===== config.mk =====
export PLATFORM = sky130hd
export DESIGN_NAME = rmcfg_top
export DESIGN_NICKNAME = d
export VERILOG_FILES = /design/src/rmcfg_pkg.sv /design/src/rmcfg_fifo_mem.sv /design/src/rmcfg_top.sv
export VERILOG_INCLUDE_DIRS = /design/src
export SDC_FILE = /design/constraint.sdc
export NUM_CORES = 1
export LEC_CHECK = 0
export BUFFER_PORTS_ARGS = -buffer_cell sky130_fd_sc_hd__buf_2
export CORE_ASPECT_RATIO = 1.2
export CORE_MARGIN = 2
export CORE_UTILIZATION = 56
export DETAILED_ROUTE_END_ITERATION = 10
export GPL_TIMING_DRIVEN = 0
export PLACE_DENSITY = 0.78
export SLEW_MARGIN = 20
export SYNTH_ARGS = -nofsm -noshare
export SYNTH_HDL_FRONTEND = slang
export SYNTH_SLANG_ARGS = --single-unit

===== constraint.sdc =====
create_clock -name i_clock -period 7.3 [get_ports i_clock]
set_input_delay 1.46 -clock i_clock [delete_from_list [all_inputs] [get_ports i_clock]]
set_output_delay 1.46 -clock i_clock [all_outputs]
set_load 0.03 [all_outputs]

===== src/rmcfg_regs.svh =====
`ifndef RMCFG_REGS_SVH
`define RMCFG_REGS_SVH

// ========
// Register offsets on the configuration port.
`define RMCFG_OFF_BIT_RATE_D 5'h04
`define RMCFG_OFF_AMP_RAMP   5'h05
`define RMCFG_OFF_FREQ1_R    5'h06
`define RMCFG_OFF_FREQ1_P    5'h07
`define RMCFG_OFF_FREQ1_S    5'h08
`define RMCFG_OFF_FREQ2_R    5'h09
`define RMCFG_OFF_FREQ2_P    5'h0A
`define RMCFG_OFF_FREQ2_S    5'h0B
`define RMCFG_OFF_BUFFER     5'h0C
`define RMCFG_NUM_REGS       9

// ========
// Reset values.
`define RMCFG_RST_BIT_RATE_D 8'h1F
`define RMCFG_RST_AMP_RAMP   8'hC6
`define RMCFG_RST_FREQ1_R    8'h6B
`define RMCFG_RST_FREQ1_P    8'h2A
`define RMCFG_RST_FREQ1_S    8'h1E
`define RMCFG_RST_FREQ2_R    8'h77
`define RMCFG_RST_FREQ2_P    8'h2F
`define RMCFG_RST_FREQ2_S    8'h19
`define RMCFG_RST_BUFFER     8'h0F

// ========
// Field positions.
`define RMCFG_RAMP_HI        7
`define RMCFG_RAMP_LO        6
`define RMCFG_LOW_POWER_BIT  5
`define RMCFG_TRIM_HI        2
`define RMCFG_TRIM_LO        1
`define RMCFG_SET_SELECT_BIT 0
`define RMCFG_DEPTH_HI       7
`define RMCFG_DEPTH_LO       6
`define RMCFG_THRESH_HI      5
`define RMCFG_THRESH_LO      0
`define RMCFG_READ_FLAG_BIT  7
`define RMCFG_DEPTH_STEP     7'h10

// ========
// Timing: clock period and amplifier ramp times in nanoseconds.
`define RMCFG_CLK_PERIOD_NS  10
`define RMCFG_RAMP_0_NS      3000
`define RMCFG_RAMP_1_NS      8500
`define RMCFG_RAMP_2_NS      15000
`define RMCFG_RAMP_3_NS      23000
`define RMCFG_NS_TO_CYC(t)   (((t) + `RMCFG_CLK_PERIOD_NS - 1) / `RMCFG_CLK_PERIOD_NS)

`endif


===== src/rmcfg_pkg.sv =====
`default_nettype none

package rmcfg_pkg;

    // ========
    // Serial frame states, Gray coded along idle, address, data.
    typedef enum logic [1:0] {
        RMCFG_IDLE = 2'h0,
        RMCFG_ADDR = 2'h1,
        RMCFG_DATA = 2'h3
    } rmcfg_spi_state_type;

    // ========
    // Settings that steer the radio, decoded from the bank.
    typedef struct packed {
        logic [7:0] bit_rate_d;
        logic [1:0] amplifier_ramp_time;
        logic       rx_low_power;
        logic [1:0] vco_trim;
        logic       channel_set_select;
        logic [7:0] active_r_count;
        logic [7:0] active_p_count;
        logic [7:0] active_s_count;
        logic [6:0] fifo_depth_bytes;
        logic [5:0] fifo_threshold;
    } rmcfg_config_type;

endpackage

`default_nettype wire


===== src/rmcfg_fifo_mem.sv =====
`timescale 1ns/1ns
`default_nettype none

module rmcfg_fifo_mem
    import rmcfg_pkg::*;
#(
    parameter int WIDTH  = 8,
    parameter int DEPTH  = 64,
    parameter int ADDR_W = 6
) (
    input  wire logic              i_clock,    // System clock.
    input  wire logic              i_sys_rst,  // Asynchronous reset, high.
    input  wire logic              i_wr_en,    // Write strobe.
    input  wire logic [ADDR_W-1:0] i_wr_addr,  // Write address.
    input  wire logic [WIDTH-1:0]  i_wr_data,  // Write data.
    input  wire logic [ADDR_W-1:0] i_rd_addr,  // Read address.
    output logic      [WIDTH-1:0]  o_rd_data   // Registered read data.
);

    logic [WIDTH-1:0] mem [DEPTH];

    // ========
    // Storage array; left without reset so it maps onto block memory.
    always_ff @(posedge i_clock) begin
        if (i_wr_en) begin
            mem[i_wr_addr] <= i_wr_data;
        end
    end

    // Read data is registered, so it trails the address by one cycle.
    always_ff @(posedge i_clock or posedge i_sys_rst) begin
        if (i_sys_rst) begin
            o_rd_data <= '0;
        end else begin
            o_rd_data <= mem[i_rd_addr];
        end
    end

endmodule

`default_nettype wire


===== src/rmcfg_top.sv =====
`timescale 1ns/1ns
`default_nettype none
`include "rmcfg_regs.svh"

// Behaviour
// A bit lasts 2*(C+1)*(D+1) clocks and the host keeps the 8-bit D within 15 to 255.
// Ramp bits 7:6 pick a rise/fall time of 3, 8.5, 15 or 23 us.
// Ramp bit 5 at 1 turns receiver low-power mode on and at 0 off.
// Ramp bit 0 picks the first counter set at 0 and the second at 1.
// The first set is the R, P and S counters at 0x06, 0x07 and 0x08.
// The second set is the R, P and S counters at 0x09, 0x0A and 0x0B.
// Reset loads 0x6B, 0x2A, 0x1E into the first set and its own defaults into the second.
// Buffer bits 7:6 set the usable size to 16, 32, 48 or 64 bytes.
// Threshold B flags once B+1 bytes are held, with 15 after reset.
// In transmit the threshold drives line zero and its rise starts transmission.
// Buffer bytes carry no address and each select toggle that ends a whole byte steps the pointer.
// Ramp bits 4:3 read back what was written and steer nothing.
module rmcfg_top
    import rmcfg_pkg::*;
#(
    parameter int FIFO_DEPTH = 64,
    parameter int FIFO_AW    = 6
) (
    input  wire logic             i_clock,               // 100 MHz reference clock.
    input  wire logic             i_sys_rst,             // Asynchronous reset, high.
    input  wire logic             i_sck,                 // Serial clock from host.
    input  wire logic             i_sdi,                 // Serial data from host.
    input  wire logic             i_config_select_n,     // Register port select, low.
    input  wire logic             i_data_port_select_n,  // Buffer port select, low.
    output logic                  o_sdo,                 // Serial data to host.
    output logic                  o_sdo_oe_n,            // Low while o_sdo is driven.
    input  wire logic             i_receive_mode,        // High in receive, low in transmit.
    input  wire logic [7:0]       i_bit_rate_c,          // First bit-rate divider C.
    input  wire logic             i_rx_valid,            // Received byte strobe.
    input  wire logic [7:0]       i_rx_byte,             // Received byte.
    input  wire logic             i_tx_take,             // Modulator takes a byte.
    output logic      [7:0]       o_tx_byte,             // Byte at the buffer head.
    output logic                  o_fifo_empty,          // Buffer holds no byte.
    output logic                  o_fifo_full,           // Buffer at selected size.
    output logic                  o_fifo_threshold,      // Threshold reached.
    output logic                  o_interrupt_line_zero, // Threshold event in transmit.
    output logic                  o_tx_start,            // One-cycle start of transmit.
    output logic                  o_bit_tick,            // One pulse per bit period.
    output logic      [11:0]      o_ramp_cycles,         // Ramp time in clock cycles.
    output rmcfg_config_type      o_config               // Decoded settings.
);

    localparam int NREG = `RMCFG_NUM_REGS;
    localparam logic [NREG-1:0][7:0] BANK_RESET = {
        `RMCFG_RST_BUFFER,  `RMCFG_RST_FREQ2_S, `RMCFG_RST_FREQ2_P,
        `RMCFG_RST_FREQ2_R, `RMCFG_RST_FREQ1_S, `RMCFG_RST_FREQ1_P,
        `RMCFG_RST_FREQ1_R, `RMCFG_RST_AMP_RAMP, `RMCFG_RST_BIT_RATE_D};

    // ========
    // Helpers.
    function automatic logic rmcfg_in_map(input logic [4:0] a);
        return (a >= `RMCFG_OFF_BIT_RATE_D) && (a <= `RMCFG_OFF_BUFFER);
    endfunction

    function automatic logic [3:0] rmcfg_index(input logic [4:0] a);
        logic [4:0] d;
        d = a - `RMCFG_OFF_BIT_RATE_D;
        return d[3:0];
    endfunction

    function automatic logic [FIFO_AW-1:0] rmcfg_step(input logic [FIFO_AW-1:0] p,
                                                     input logic [6:0] size);
        logic [6:0] n;
        n = {{(7-FIFO_AW){1'b0}}, p} + 7'h01;
        return (n >= size) ? '0 : n[FIFO_AW-1:0];
    endfunction

    function automatic logic [11:0] rmcfg_ramp(input logic [1:0] sel);
        logic [11:0] c;
        c = 12'h000;
        unique case (sel)
            2'h0: c = 12'(`RMCFG_NS_TO_CYC(`RMCFG_RAMP_0_NS));
            2'h1: c = 12'(`RMCFG_NS_TO_CYC(`RMCFG_RAMP_1_NS));
            2'h2: c = 12'(`RMCFG_NS_TO_CYC(`RMCFG_RAMP_2_NS));
            2'h3: c = 12'(`RMCFG_NS_TO_CYC(`RMCFG_RAMP_3_NS));
        endcase
        return c;
    endfunction

    // ========
    // State.
    logic [NREG-1:0][7:0] bank, next_bank;
    rmcfg_spi_state_type  state, next_state;
    logic [2:0]           bit_cnt, next_bit_cnt;
    logic [7:0]           rx_shift, next_rx_shift;
    logic [7:0]           sdo_shift, next_sdo_shift;
    logic [4:0]           addr, next_addr;
    logic                 read_op, next_read_op;
    logic                 prev_sck, prev_data_n;
    logic [3:0]           fbit_cnt, next_fbit_cnt;
    logic [7:0]           fin_shift, next_fin_shift;
    logic [7:0]           fout_shift, next_fout_shift;
    logic [FIFO_AW-1:0]   wr_ptr, next_wr_ptr, rd_ptr, next_rd_ptr;
    logic [6:0]           count, next_count;
    logic                 interrupt_line_zero, next_interrupt_line_zero, tx_start, next_tx_start;
    logic                 sdo, next_sdo;
    logic [17:0]          div_cnt, next_div_cnt;
    logic                 tick, next_tick;

    logic       sck_rise, sck_fall, data_fall, data_rise, data_active;
    logic       push, pop, host_push, host_pop;
    logic [7:0] push_data, shifted;
    logic [6:0] depth_bytes, thresh_bytes;
    logic [7:0] ramp_reg, buf_reg;

    assign sck_rise    = i_sck & ~prev_sck;
    assign sck_fall    = ~i_sck & prev_sck;
    assign data_fall   = prev_data_n & ~i_data_port_select_n;
    assign data_rise   = ~prev_data_n & i_data_port_select_n;
    assign data_active = ~i_data_port_select_n & i_config_select_n;
    assign shifted     = {rx_shift[6:0], i_sdi};
    assign ramp_reg    = bank[rmcfg_index(`RMCFG_OFF_AMP_RAMP)];
    assign buf_reg     = bank[rmcfg_index(`RMCFG_OFF_BUFFER)];

    // ========
    // Register port: address byte (bit 7 read flag) then one data byte.
    always_comb begin
        next_bank      = bank;
        next_state     = state;
        next_bit_cnt   = bit_cnt;
        next_rx_shift  = rx_shift;
        next_sdo_shift = sdo_shift;
        next_addr      = addr;
        next_read_op   = read_op;
        if (i_config_select_n) begin
            next_state   = RMCFG_IDLE;
            next_bit_cnt = 3'h0;
        end else begin
            unique case (state)
                RMCFG_IDLE: begin
                    next_state   = RMCFG_ADDR;
                    next_bit_cnt = 3'h0;
                end
                RMCFG_ADDR, RMCFG_DATA: begin
                    if (sck_rise) begin
                        next_rx_shift = shifted;
                        next_bit_cnt  = bit_cnt + 3'h1;
                        if (bit_cnt == 3'h7 && state == RMCFG_ADDR) begin
                            next_addr      = shifted[4:0];
                            next_read_op   = shifted[`RMCFG_READ_FLAG_BIT];
                            // Unmapped addresses read as zero.
                            next_sdo_shift = rmcfg_in_map(shifted[4:0]) ?
                                             bank[rmcfg_index(shifted[4:0])] : 8'h00;
                            next_state     = RMCFG_DATA;
                        end else if (bit_cnt == 3'h7) begin
                            // Reserved ramp bits land here too and stay inert.
                            if (!read_op && rmcfg_in_map(addr)) begin
                                next_bank[rmcfg_index(addr)] = shifted;
                            end
                            next_state = RMCFG_ADDR;
                        end
                    end else if (sck_fall && state == RMCFG_DATA && bit_cnt != 3'h0) begin
                        // No shift before the first data bit keeps the MSB on the pin.
                        next_sdo_shift = {sdo_shift[6:0], 1'b0};
                    end
                end
                default: begin
                    next_state = RMCFG_IDLE;
                end
            endcase
        end
    end

    always_ff @(posedge i_clock or posedge i_sys_rst) begin
        if (i_sys_rst) begin
            bank      <= BANK_RESET;
            state     <= RMCFG_IDLE;
            bit_cnt   <= 3'h0;
            rx_shift  <= 8'h00;
            sdo_shift <= 8'h00;
            addr      <= 5'h00;
            read_op   <= 1'b0;
        end else begin
            bank      <= next_bank;
            state     <= next_state;
            bit_cnt   <= next_bit_cnt;
            rx_shift  <= next_rx_shift;
            sdo_shift <= next_sdo_shift;
            addr      <= next_addr;
            read_op   <= next_read_op;
        end
    end

    // ========
    // Buffer port: no address, the select's rising edge ends each byte.
    assign depth_bytes  = {5'h00, buf_reg[`RMCFG_DEPTH_HI:`RMCFG_DEPTH_LO]} * `RMCFG_DEPTH_STEP
                          + `RMCFG_DEPTH_STEP;
    assign thresh_bytes = {1'b0, buf_reg[`RMCFG_THRESH_HI:`RMCFG_THRESH_LO]} + 7'h01;
    assign o_fifo_empty     = (count == 7'h00);
    assign o_fifo_full      = (count >= depth_bytes);
    assign o_fifo_threshold = (count >= thresh_bytes);

    always_comb begin
        next_fbit_cnt   = fbit_cnt;
        next_fin_shift  = fin_shift;
        next_fout_shift = fout_shift;
        host_push       = 1'b0;
        host_pop        = 1'b0;
        if (data_fall) begin
            next_fbit_cnt   = 4'h0;
            next_fout_shift = o_tx_byte;
        end else if (data_active && sck_rise) begin
            next_fin_shift = {fin_shift[6:0], i_sdi};
            next_fbit_cnt  = (fbit_cnt == 4'h8) ? 4'h8 : fbit_cnt + 4'h1;
        end else if (data_active && sck_fall && fbit_cnt != 4'h0) begin
            next_fout_shift = {fout_shift[6:0], 1'b0};
        end
        // A short or aborted byte leaves the pointers alone.
        if (data_rise && fbit_cnt == 4'h8) begin
            host_pop  = i_receive_mode & ~o_fifo_empty;
            host_push = ~i_receive_mode & ~o_fifo_full;
        end
    end

    // Host fills in transmit and drains in receive; the radio takes the other end.
    assign push      = i_receive_mode ? (i_rx_valid & ~o_fifo_full) : host_push;
    assign pop       = i_receive_mode ? host_pop : (i_tx_take & ~o_fifo_empty);
    assign push_data = i_receive_mode ? i_rx_byte : fin_shift;

    always_comb begin
        next_wr_ptr = push ? rmcfg_step(wr_ptr, depth_bytes) : wr_ptr;
        next_rd_ptr = pop ? rmcfg_step(rd_ptr, depth_bytes) : rd_ptr;
        next_count  = count + {6'h00, push} - {6'h00, pop};
        next_interrupt_line_zero     = ~i_receive_mode & o_fifo_threshold;
        next_tx_start = next_interrupt_line_zero & ~interrupt_line_zero;
        next_sdo      = i_config_select_n ? fout_shift[7] : sdo_shift[7];
    end

    always_ff @(posedge i_clock or posedge i_sys_rst) begin
        if (i_sys_rst) begin
            prev_sck    <= 1'b0;
            prev_data_n <= 1'b1;
            fbit_cnt    <= 4'h0;
            fin_shift   <= 8'h00;
            fout_shift  <= 8'h00;
            wr_ptr      <= '0;
            rd_ptr      <= '0;
            count       <= 7'h00;
            interrupt_line_zero        <= 1'b0;
            tx_start    <= 1'b0;
            sdo         <= 1'b0;
        end else begin
            prev_sck    <= i_sck;
            prev_data_n <= i_data_port_select_n;
            fbit_cnt    <= next_fbit_cnt;
            fin_shift   <= next_fin_shift;
            fout_shift  <= next_fout_shift;
            wr_ptr      <= next_wr_ptr;
            rd_ptr      <= next_rd_ptr;
            count       <= next_count;
            interrupt_line_zero        <= next_interrupt_line_zero;
            tx_start    <= next_tx_start;
            sdo         <= next_sdo;
        end
    end

    rmcfg_fifo_mem #(
        .WIDTH  (8),
        .DEPTH  (FIFO_DEPTH),
        .ADDR_W (FIFO_AW)
    ) u_mem (
        .i_clock   (i_clock),
        .i_sys_rst (i_sys_rst),
        .i_wr_en   (push),
        .i_wr_addr (wr_ptr),
        .i_wr_data (push_data),
        .i_rd_addr (rd_ptr),
        .o_rd_data (o_tx_byte)
    );

    // ========
    // Bit-rate enable; D below 15 is the host's fault and is used as written.
    always_comb begin
        logic [17:0] limit;
        limit = ({10'h000, i_bit_rate_c} + 18'h00001)
                * ({10'h000, bank[rmcfg_index(`RMCFG_OFF_BIT_RATE_D)]} + 18'h00001)
                * 18'h00002;
        next_tick    = (div_cnt >= limit - 18'h00001);
        next_div_cnt = next_tick ? 18'h00000 : div_cnt + 18'h00001;
    end

    always_ff @(posedge i_clock or posedge i_sys_rst) begin
        if (i_sys_rst) begin
            div_cnt <= 18'h00000;
            tick    <= 1'b0;
        end else begin
            div_cnt <= next_div_cnt;
            tick    <= next_tick;
        end
    end

    // ========
    // Outputs; the serial pin is released whenever no port is selected.
    assign o_sdo                 = sdo;
    assign o_sdo_oe_n            = i_config_select_n & i_data_port_select_n;
    assign o_bit_tick            = tick;
    assign o_interrupt_line_zero = interrupt_line_zero;
    assign o_tx_start            = tx_start;
    assign o_ramp_cycles         = rmcfg_ramp(ramp_reg[`RMCFG_RAMP_HI:`RMCFG_RAMP_LO]);

    always_comb begin
        o_config.bit_rate_d          = bank[rmcfg_index(`RMCFG_OFF_BIT_RATE_D)];
        o_config.amplifier_ramp_time = ramp_reg[`RMCFG_RAMP_HI:`RMCFG_RAMP_LO];
        o_config.rx_low_power        = ramp_reg[`RMCFG_LOW_POWER_BIT];
        o_config.vco_trim            = ramp_reg[`RMCFG_TRIM_HI:`RMCFG_TRIM_LO];
        o_config.channel_set_select  = ramp_reg[`RMCFG_SET_SELECT_BIT];
        if (ramp_reg[`RMCFG_SET_SELECT_BIT]) begin
            o_config.active_r_count = bank[rmcfg_index(`RMCFG_OFF_FREQ2_R)];
            o_config.active_p_count = bank[rmcfg_index(`RMCFG_OFF_FREQ2_P)];
            o_config.active_s_count = bank[rmcfg_index(`RMCFG_OFF_FREQ2_S)];
        end else begin
            o_config.active_r_count = bank[rmcfg_index(`RMCFG_OFF_FREQ1_R)];
            o_config.active_p_count = bank[rmcfg_index(`RMCFG_OFF_FREQ1_P)];
            o_config.active_s_count = bank[rmcfg_index(`RMCFG_OFF_FREQ1_S)];
        end
        o_config.fifo_depth_bytes = depth_bytes;
        o_config.fifo_threshold   = buf_reg[`RMCFG_THRESH_HI:`RMCFG_THRESH_LO];
    end

endmodule

`default_nettype wire


==> results.json, run 1 <==
{
  "clockBufferDepth": 3,
  "fin_crit_sh": 1.04,
  "final_antenna_net_count": 0,
  "ys_seq_elements": 681,
  "std_cell_rows": 96,
  "grt_pass1_wl_um": 118000,
  "antenna_found_initial": 1,
  "die_y_um": 267,
  "dp_hpwl_um": 49600,
  "use_met3": 0.0459,
  "cpMaxStageDelayCell": "or4_4",
  "peakVddDrop_mv": 0.295,
  "reg2reg_to": "div_cnt[0]",
  "gr-usage-met1": 0.334,
  "cts_tree": "yes",
  "crit_fanout": 8,
  "grt_start_max_net_pins": 94,
  "synth.top_cell.area_share": 0.477,
  "clock_latency_ps": 620,
  "drc": 0,
  "synth_flop_cell": "edfxtp_1",
  "r2r_setup_slack_ps": -120,
  "synth_area_leaders": "edfxtp_1, mux4_2, dfrtp_1, ha_1, mux2_2",
  "fin_area_mm2": 0.0371,
  "grt_overflow_total": 0,
  "holdPathStages": 1,
  "r2r_cells": 26,
  "ys_warn_count": 0,
  "crit_arrival_ps": 8150,
  "largest_reg_flops": 512,
  "cp_common_cell": "inv_1",
  "max-slew-margin-rel": 0.316,
  "wl_per_cell_um": 25.9,
  "min-delay-start": "o_interrupt_line_zero",
  "setup_slack_ps": -328,
  "avgViaCountPerCell": 6.27,
  "synth_edf_count": 512,
  "hold_end": "o_tx_start",
  "core_region_area_mm2": 0.0571,
  "endpoint_kind": "flop",
  "yosysSeqAreaShare": 0.610,
  "clock_sinks": 681,
  "grtUsageMet2": 0.457,
  "largest_registers": "u_mem.mem: 512 flops, bank: 48 flops, div_cnt: 18 flops",
  "fmax_mhz": 131,
  "synthCells": 2029,
  "powerDensity_mw_per_mm2": 290,
  "grt_pass1_vias": 19598,
  "worstMarginPinSlew_ps": 1020,
  "holdWs_ps": 443,
  "synth.distinct_cells": 79,
  "hold_class": "flop to flop",
  "grt-busiest-layer": "met2",
  "pre_cts_slack_ps": -1450,
  "port-buffer-count": 98,
  "regMostFlops": "u_mem.mem",
  "die_area_mm2": 0.0595,
  "track_usage": 0.265,
  "wl_um": 78400,
  "clkSlewWorstSetupHoldPaths_ps": 60,
  "postPlaceCellArea_mm2": 0.0339,
  "netlist_area_mm2": 0.0322,
  "fin_util": 0.650,
  "drt-pass1-iter-count": 5,
  "p_leak_uw": 0.0139,
  "root_buffer": "clkbuf_16",
  "fin_skew_ps": 41.2,
  "synth_top_area_cell": "edfxtp_1",
  "violations": "negative setup slack",
  "run_status": "finished, violations left",
  "drt_iter0_markers": 1875,
  "start_util": 0.564,
  "cts_inserted_buffers": 67,
  "total_power_uw": 10800,
  "synthArstFlopShare": 0.248,
  "nets": 2409,
  "synth.avg_cell_area_um2": 15.9,
  "final_hold_viol_count": 0,
  "die_w_um": 223,
  "startpoint_type": "input pin",
  "path_class": "input pin to flop",
  "finalCriticalPeriod_ps": 7630,
  "rsz0062_at_grt": "yes",
  "cts-htree-levels": 3,
  "setup_viol": 19,
  "via_count": 18956,
  "drive_gt1_frac": 0.316,
  "maxCapViolations": 0,
  "ios": 104,
  "crit_path_max_incr_delay_ps": 640,
  "drv_slew": 0,
  "cp.required_ps": 7830,
  "syn_to_final_growth_pct": 15.2,
  "gp_congestion": 0.891,
  "r2r-start": "o_config[43]"
}
## layout make-up
cell class | instances | area, um^2
Fill cell | 3724 | 20000
Sequential cell | 681 | 19700
Multi-Input combinational cell | 1112 | 12400
Clock buffer | 88 | 1810
Tap cell | 735 | 920
Timing Repair Buffer | 138 | 897
Buffer | 111 | 599
Inverter | 124 | 473
Clock inverter | 34 | 355
Antenna cell | 1 | 2.50
## worst max-delay path, delay by kind of cell
family	cells	cell delay, ps
compound gates	2	220
simple gates	11	2620
fa+ha+maj	7	2610
xor+xnor	3	480
buf+inv	7	740
## cell families after synthesis
group | count (synthesis) | share of synthesized area
AOI/OAI and AO/OA | 140 | 0.0288
DFF | 681 | 0.610
buffers and inverters | 241 | 0.0323
muxes | 312 | 0.173
and+or+nand+nor | 431 | 0.0657
other | 1 | 0.000116
xor gates and xnor gates | 74 | 0.0201
adders and majority gates | 149 | 0.0695
## worst max path at each step
stage / from / to / cells after the start
final: i_bit_rate_c[1] / div_cnt[0] / 30
after global routing: i_bit_rate_c[1] / div_cnt[0] / 30
after CTS: i_bit_rate_c[0] / div_cnt[0] / 31
after detailed placement: i_bit_rate_c[0] / div_cnt[0] / 29
after global placement: i_bit_rate_c[0] / div_cnt[0] / 29
after floorplan: i_bit_rate_c[0] / div_cnt[0] / 31
## Yosys cell counts (4+ instances only)
cell type	n
clkbuf_1	66
nor2_1	172
mux2_1	24
and3_1	11
nand2_1	84
a22oi_1	9
dfstp_2	40
nand3_1	39
dfrtp_1	129
buf_1	7
xnor2_1	37
mux2_2	96
a21o_1	13
nand3b_1	7
or2_2	11
o21ai_0	35
xor2_1	37
buf_4	30
mux2i_1	8
o21bai_1	5
nand4b_1	4
nand2b_1	23
mux4_2	184
a22o_1	12
ha_1	99
inv_1	123
nand4_1	8
buf_2	13
or3_1	7
o31ai_1	5
a21oi_1	34
and2_1	4
edfxtp_1	512
fa_1	50
nor3_1	12
nor2b_1	16
## metal layers
layer  part of all wire  routed length [um]
met5                  0                   0
met4              0.044                3460
met3              0.070                5480
met2               0.52               40500
met1               0.37               29000
## cell usage in the layout (no fill, tap or decap), drive strengths merged, types with 5 or more instances in the layout
cell type,synthesis,routed
mux4,184,184
dfstp,40,40
nand3b,7,7
nand2,84,84
nand3,39,39
mux2,120,120
o31ai,5,5
inv,124,129
bufinv,0,6
dfrtp,129,129
a21o,13,13
nand2b,23,23
a21oi,35,35
nor2b,16,16
a22o,12,12
nor2,176,176
buf,51,186
xor2,37,38
clkbuf,66,151
mux2i,8,8
clkinv,0,20
o21bai,5,5
a22oi,9,9
xnor2,37,37
or3,8,8
edfxtp,512,512
conb,1,5
or2,14,14
nor3,16,16
nand4,8,8
fa,50,50
and3,11,11
ha,99,99
o21ai,35,35
## repair_timing
action | CTS | global route
setup endpoints to repair | 19 | 19
hold buffers | 0 | 0
gates resized for setup | 60 | 69
setup buffers | 27 | 11
pin swaps | 31 | 48
cloned | 1 | 1
## through the flow
step	setup TNS, ps	instances
after CTS	-4670	3015
final	-5460	3024
after global placement	-111080	2866
after floorplan	-5580	2033
after global routing	-8500	3023
after detailed placement	-25880	2867
## power breakdown
part           internal (uW)  switching (uW)
Clock                   1970            1480
Sequential              4380             156
Combinational           1170            1620
Total                   7520            3250
Note: power is estimated with default switching activity, not from simulation.
==> run 2, diff against run 1 <==
==> constraint.sdc (replaced) <==
create_clock -name i_clock -period 7.3 [get_ports i_clock]
set_input_delay 1.095 -clock i_clock [delete_from_list [all_inputs] [get_ports i_clock]]
set_output_delay 1.095 -clock i_clock [all_outputs]
set_load 0.03 [all_outputs]
==> results.json, run 2 (same netlist as run 1, synthesis figures left out) <==
{
  "dp_hpwl_um": 49800,
  "clockBufferDepth": 3,
  "hold_class": "flop to flop",
  "cts_tree": "yes",
  "holdWs_ps": 431,
  "layout_common_cells": "edfxtp_1, mux4_2, nor2_1",
  "final_antenna_net_count": 0,
  "crit_path_max_incr_delay_ps": 540,
  "core_region_area_mm2": 0.0571,
  "std_cell_rows": 96,
  "track_usage": 0.264,
  "die_w_um": 223,
  "fin_area_mm2": 0.0370,
  "powerDensity_mw_per_mm2": 294,
  "gp_congestion": 0.884,
  "peakVddDrop_mv": 0.303,
  "maxCapViolations": 0,
  "grt_pass1_vias": 19477,
  "drt-pass1-iter-count": 6,
  "run_status": "finished, violations left",
  "largest_reg_flops": 512,
  "diodes": 0,
  "setup_viol": 12,
  "startpoint_type": "input pin",
  "nets": 2417,
  "syn_to_final_growth_pct": 15.0,
  "crit_fanout": 7,
  "clock_latency_ps": 630,
  "port-buffer-count": 98,
  "drive_gt1_frac": 0.316,
  "drc": 0,
  "fin_skew_ps": 33.8,
  "die_area_mm2": 0.0595,
  "grt_overflow_total": 0,
  "via_count": 18817,
  "wl_um": 77200,
  "drt_iter0_markers": 2034,
  "clock_sinks": 681,
  "total_power_uw": 10900,
  "p_leak_uw": 0.0140,
  "max-slew-margin-rel": 0.324,
  "postPlaceCellArea_mm2": 0.0339,
  "grt_pass1_wl_um": 117000,
  "start_util": 0.564,
  "final_common_cell": "edfxtp_1",
  "largest_registers": "u_mem.mem: 512 flops, bank: 48 flops, div_cnt: 18 flops",
  "finalSetupTns_ps": -194,
  "die_y_um": 267,
  "cpMaxStageDelayCell": "fa_1",
  "path_class": "input pin to flop",
  "clkSlewWorstSetupHoldPaths_ps": 60,
  "root_buffer": "clkbuf_16",
  "avgViaCountPerCell": 6.21,
  "cts-htree-levels": 3,
  "finalCriticalPeriod_ps": 7330,
  "violations": "negative setup slack",
  "ios": 104,
  "cp_common_cell": "fa_1",
  "cts_hold_buf": 0,
  "place_inst": 2868,
  "drv_slew": 0,
  "rsz0062_at_grt": "yes",
  "cts_inserted_buffers": 68,
  "antenna_found_initial": 2,
  "fin_crit_sh": 1.00,
  "worstMarginPinSlew_ps": 1010,
  "setup_slack_ps": -31.0,
  "regMostFlops": "u_mem.mem",
  "grt_start_max_net_pins": 86,
  "final_hold_viol_count": 0,
  "fmax_mhz": 136,
  "crit_arrival_ps": 7860,
  "final_cell_count_no_fill": 3032,
  "wl_per_cell_um": 25.4,
  "endpoint_kind": "flop",
  "cp.required_ps": 7820
}
==> run 2: cell types whose count changed in the layout (fill, tap and decap cells not counted), moves of 4 or more <==
cell | previous run | this run
buf_4 | 62 | 70
clkbuf_1 | 75 | 68
clkbuf_8 | 1 | 5
clkinv_2 | 7 | 13
ha_4 | 9 | 5
==> run 2: layer usage <==
metal  track usage  up-vias  wire length (um)
met3        0.0438      220              5280
met2         0.456      873             39600
li1              -     8027                 -
met5             0        -                10
met4         0.118        2              3890
met1         0.330     9695             28400
==> run 2: report_power, final <==
part | switching, uW | internal, uW
clock | 1490 | 2060
sequential | 154 | 4380
combinational | 1620 | 1170
total | 3260 | 7610
==> run 2: timing repair <==
action / 4_1_cts / 5_1_grt
buffers inserted: 25 / 18
pin swaps: 17 / 37
cloned: 0 / 1
resized for setup: 38 / 61
setup endpoints to repair: 19 / 19
hold endpoints to repair: 0 / 0
==> run 2: worst paths after layout <==
check                                       from     endpoint  cells past startpoint  slack, ps
max                              i_bit_rate_c[1]  div_cnt[12]                     32        -30
min                        o_interrupt_line_zero   o_tx_start                      1        430
max reg2reg                         o_config[45]  div_cnt[12]                     28         60
min reg2reg                o_interrupt_line_zero   o_tx_start                      1        430
max in group asynchronous              i_sys_rst     bank[42]                      3       5800
min in group asynchronous              i_sys_rst   div_cnt[4]                      2        590
==> run 2: through the flow <==
step,setup slack (ps),utilization
after floorplan,-14.9,-
after global placement,-913,0.593
after detailed placement,-1070,0.594
after CTS,4.30,0.641
after global routing,-351,0.649
final,-31.0,0.649
==> run 2: area by class of cell <==
| cell class | count | area (um^2) |
|---|---|---|
| repair buffers | 144 | 942 |
| flip-flops and latches | 681 | 19700 |
| multi-input cells | 1111 | 12200 |
| well taps | 735 | 920 |
| clock buffers | 84 | 1810 |
| fillers | 3792 | 20000 |
| inverters | 124 | 473 |
| clock inverters | 40 | 438 |
| plain buffers | 113 | 621 |
==> run 2: critical path: cells and delay by family <==
kind | cells | cell delay [ps]
compound gates | 1 | 70
xor+xnor | 3 | 560
fa+ha+maj | 7 | 2690
buf+inv | 8 | 790
simple gates | 13 | 2650
==> run 3, diff against run 2 <==
--- a/config.mk
+++ b/config.mk
@@ -8,11 +8,13 @@
 export LEC_CHECK = 0
 export BUFFER_PORTS_ARGS = -buffer_cell sky130_fd_sc_hd__buf_2
 export CORE_ASPECT_RATIO = 1.2
-export CORE_MARGIN = 2
+export CORE_MARGIN = 8
 export CORE_UTILIZATION = 56
 export DETAILED_ROUTE_END_ITERATION = 10
 export GPL_TIMING_DRIVEN = 0
+export HOLD_SLACK_MARGIN = 0.06
 export PLACE_DENSITY = 0.78
+export SETUP_SLACK_MARGIN = 0.15
 export SLEW_MARGIN = 20
 export SYNTH_ARGS = -nofsm -noshare
 export SYNTH_HDL_FRONTEND = slang
==> results.json, run 3 (same netlist as run 1, synthesis figures left out) <==
{
  "cts_tree": "yes",
  "std_cell_rows": 96,
  "finalCriticalPeriod_ps": 7240,
  "cts-htree-levels": 3,
  "avgViaCountPerCell": 6.22,
  "r2r_cells": 31,
  "cts_hold_buf": 0,
  "largest_registers": "u_mem.mem: 512 flops, bank: 48 flops, div_cnt: 18 flops",
  "r2r-start": "o_config[43]",
  "grt_pass1_vias": 19624,
  "cts_inserted_buffers": 68,
  "hold_class": "flop to flop",
  "largest_reg_flops": 512,
  "endpoint_kind": "flop",
  "path_class": "input pin to flop",
  "dp_hpwl_um": 49900,
  "drive_gt1_frac": 0.317,
  "start_util": 0.564,
  "run_status": "completed",
  "setup_viol": 0,
  "cp.required_ps": 7820,
  "crit_arrival_ps": 7760,
  "p_leak_uw": 0.0140,
  "powerDensity_mw_per_mm2": 288,
  "r2r_setup_slack_ps": 130,
  "max-slew-margin-rel": 0.295,
  "die_area_mm2": 0.0655,
  "final_cell_count_no_fill": 3041,
  "grt_start_max_net_pins": 109,
  "root_buffer": "clkbuf_16",
  "clock_latency_ps": 610,
  "regMostFlops": "u_mem.mem",
  "cp_common_cell": "fa_1",
  "place_inst": 2867,
  "via_count": 18905,
  "wl_per_cell_um": 25.6,
  "grt_overflow_total": 0,
  "finalSetupTns_ps": 0,
  "maxCapViolations": 0,
  "min-delay-start": "o_interrupt_line_zero",
  "core_region_area_mm2": 0.0571,
  "drv_slew": 0,
  "wl_um": 77900,
  "die_w_um": 235,
  "final_antenna_net_count": 0,
  "peakVddDrop_mv": 0.312,
  "holdWs_ps": 428,
  "crit_fanout": 6,
  "rsz0062_at_grt": "yes",
  "hold_end": "o_tx_start",
  "nets": 2425,
  "clockBufferDepth": 3,
  "syn_to_final_growth_pct": 15.2,
  "drt-pass1-iter-count": 8,
  "die_y_um": 279,
  "worstMarginPinSlew_ps": 1060,
  "fin_util": 0.650,
  "final_common_cell": "edfxtp_1",
  "fmax_mhz": 138,
  "cpMaxStageDelayCell": "or4_4",
  "startpoint_type": "input pin",
  "holdPathStages": 1,
  "fin_crit_sh": 0.992,
  "layout_common_cells": "edfxtp_1, mux4_2, nor2_1",
  "drt_iter0_markers": 1748,
  "gp_congestion": 0.844,
  "setup_slack_ps": 60.6,
  "port-buffer-count": 98,
  "reg2reg_to": "div_cnt[13]",
  "antenna_found_initial": 2,
  "ios": 104,
  "grt_pass1_wl_um": 118000,
  "clock_sinks": 681,
  "final_hold_viol_count": 0,
  "drc": 0,
  "fin_skew_ps": 27.6,
  "track_usage": 0.235,
  "clkSlewWorstSetupHoldPaths_ps": 60,
  "pre_cts_slack_ps": -1080,
  "crit_path_max_incr_delay_ps": 540
}
==> run 3: how the worst max path moves through the flow <==
stage               slack (ps)            start     endpoint
global placement          -940  i_bit_rate_c[0]   div_cnt[0]
detailed placement       -1080  i_bit_rate_c[0]  div_cnt[13]
CTS                        150  i_bit_rate_c[0]   div_cnt[0]
finish                      60  i_bit_rate_c[0]  div_cnt[13]
global route              -100  i_bit_rate_c[0]  div_cnt[12]
floorplan                  -10  i_bit_rate_c[0]   div_cnt[0]
==> run 3: power by group <==
part	internal, uW	switching [uW]
Clock	1920	1460
Sequential	4380	151
Combinational	1170	1610
==> run 3: area by class of cell <==
type	count	area [um^2]
Antenna cell	1	2.50
Inverter	124	473
Tap cell	735	920
Fill cell	3725	20000
Multi-Input combinational cell	1111	12300
Clock inverter	27	241
Clock buffer	97	1880
Timing Repair Buffer	148	960
Buffer	117	664
Sequential cell	681	19700
==> run 3: layer usage <==
metal	routed length, um	global-route usage
met1	28400	0.286
met3	5760	0.0423
met5	12	0
met4	3560	0.105
met2	40200	0.411
==> run 3: metrics by stage <==
stage | area, um^2 | power [uW]
2_1_floorplan | 32400 | 6390
3_3_place_gp | 33800 | 7170
3_5_place_dp | 33900 | 7280
4_1_cts | 36800 | 10700
5_1_grt | 37100 | 11000
6_report | 37100 | 10700
==> run 3: worst max-delay path, delay by kind of cell <==
| kind | cells | cell delay [ps] |
|---|---|---|
| AND/OR/NAND/NOR | 14 | 2750 |
| adder cells (fa/ha/maj) | 6 | 2520 |
| buffers and inverters | 8 | 800 |
| XOR/XNOR | 2 | 280 |
| AO/OA/AOI/OAI | 2 | 300 |
==> run 3: repair_timing <==
| action | in CTS | in global routing |
|---|---|---|
| cloned | 1 | 0 |
| setup buffers | 38 | 10 |
| endpoints found under the setup margin | 19 | 19 |
| pin swaps | 36 | 31 |
| resized for setup | 76 | 53 |
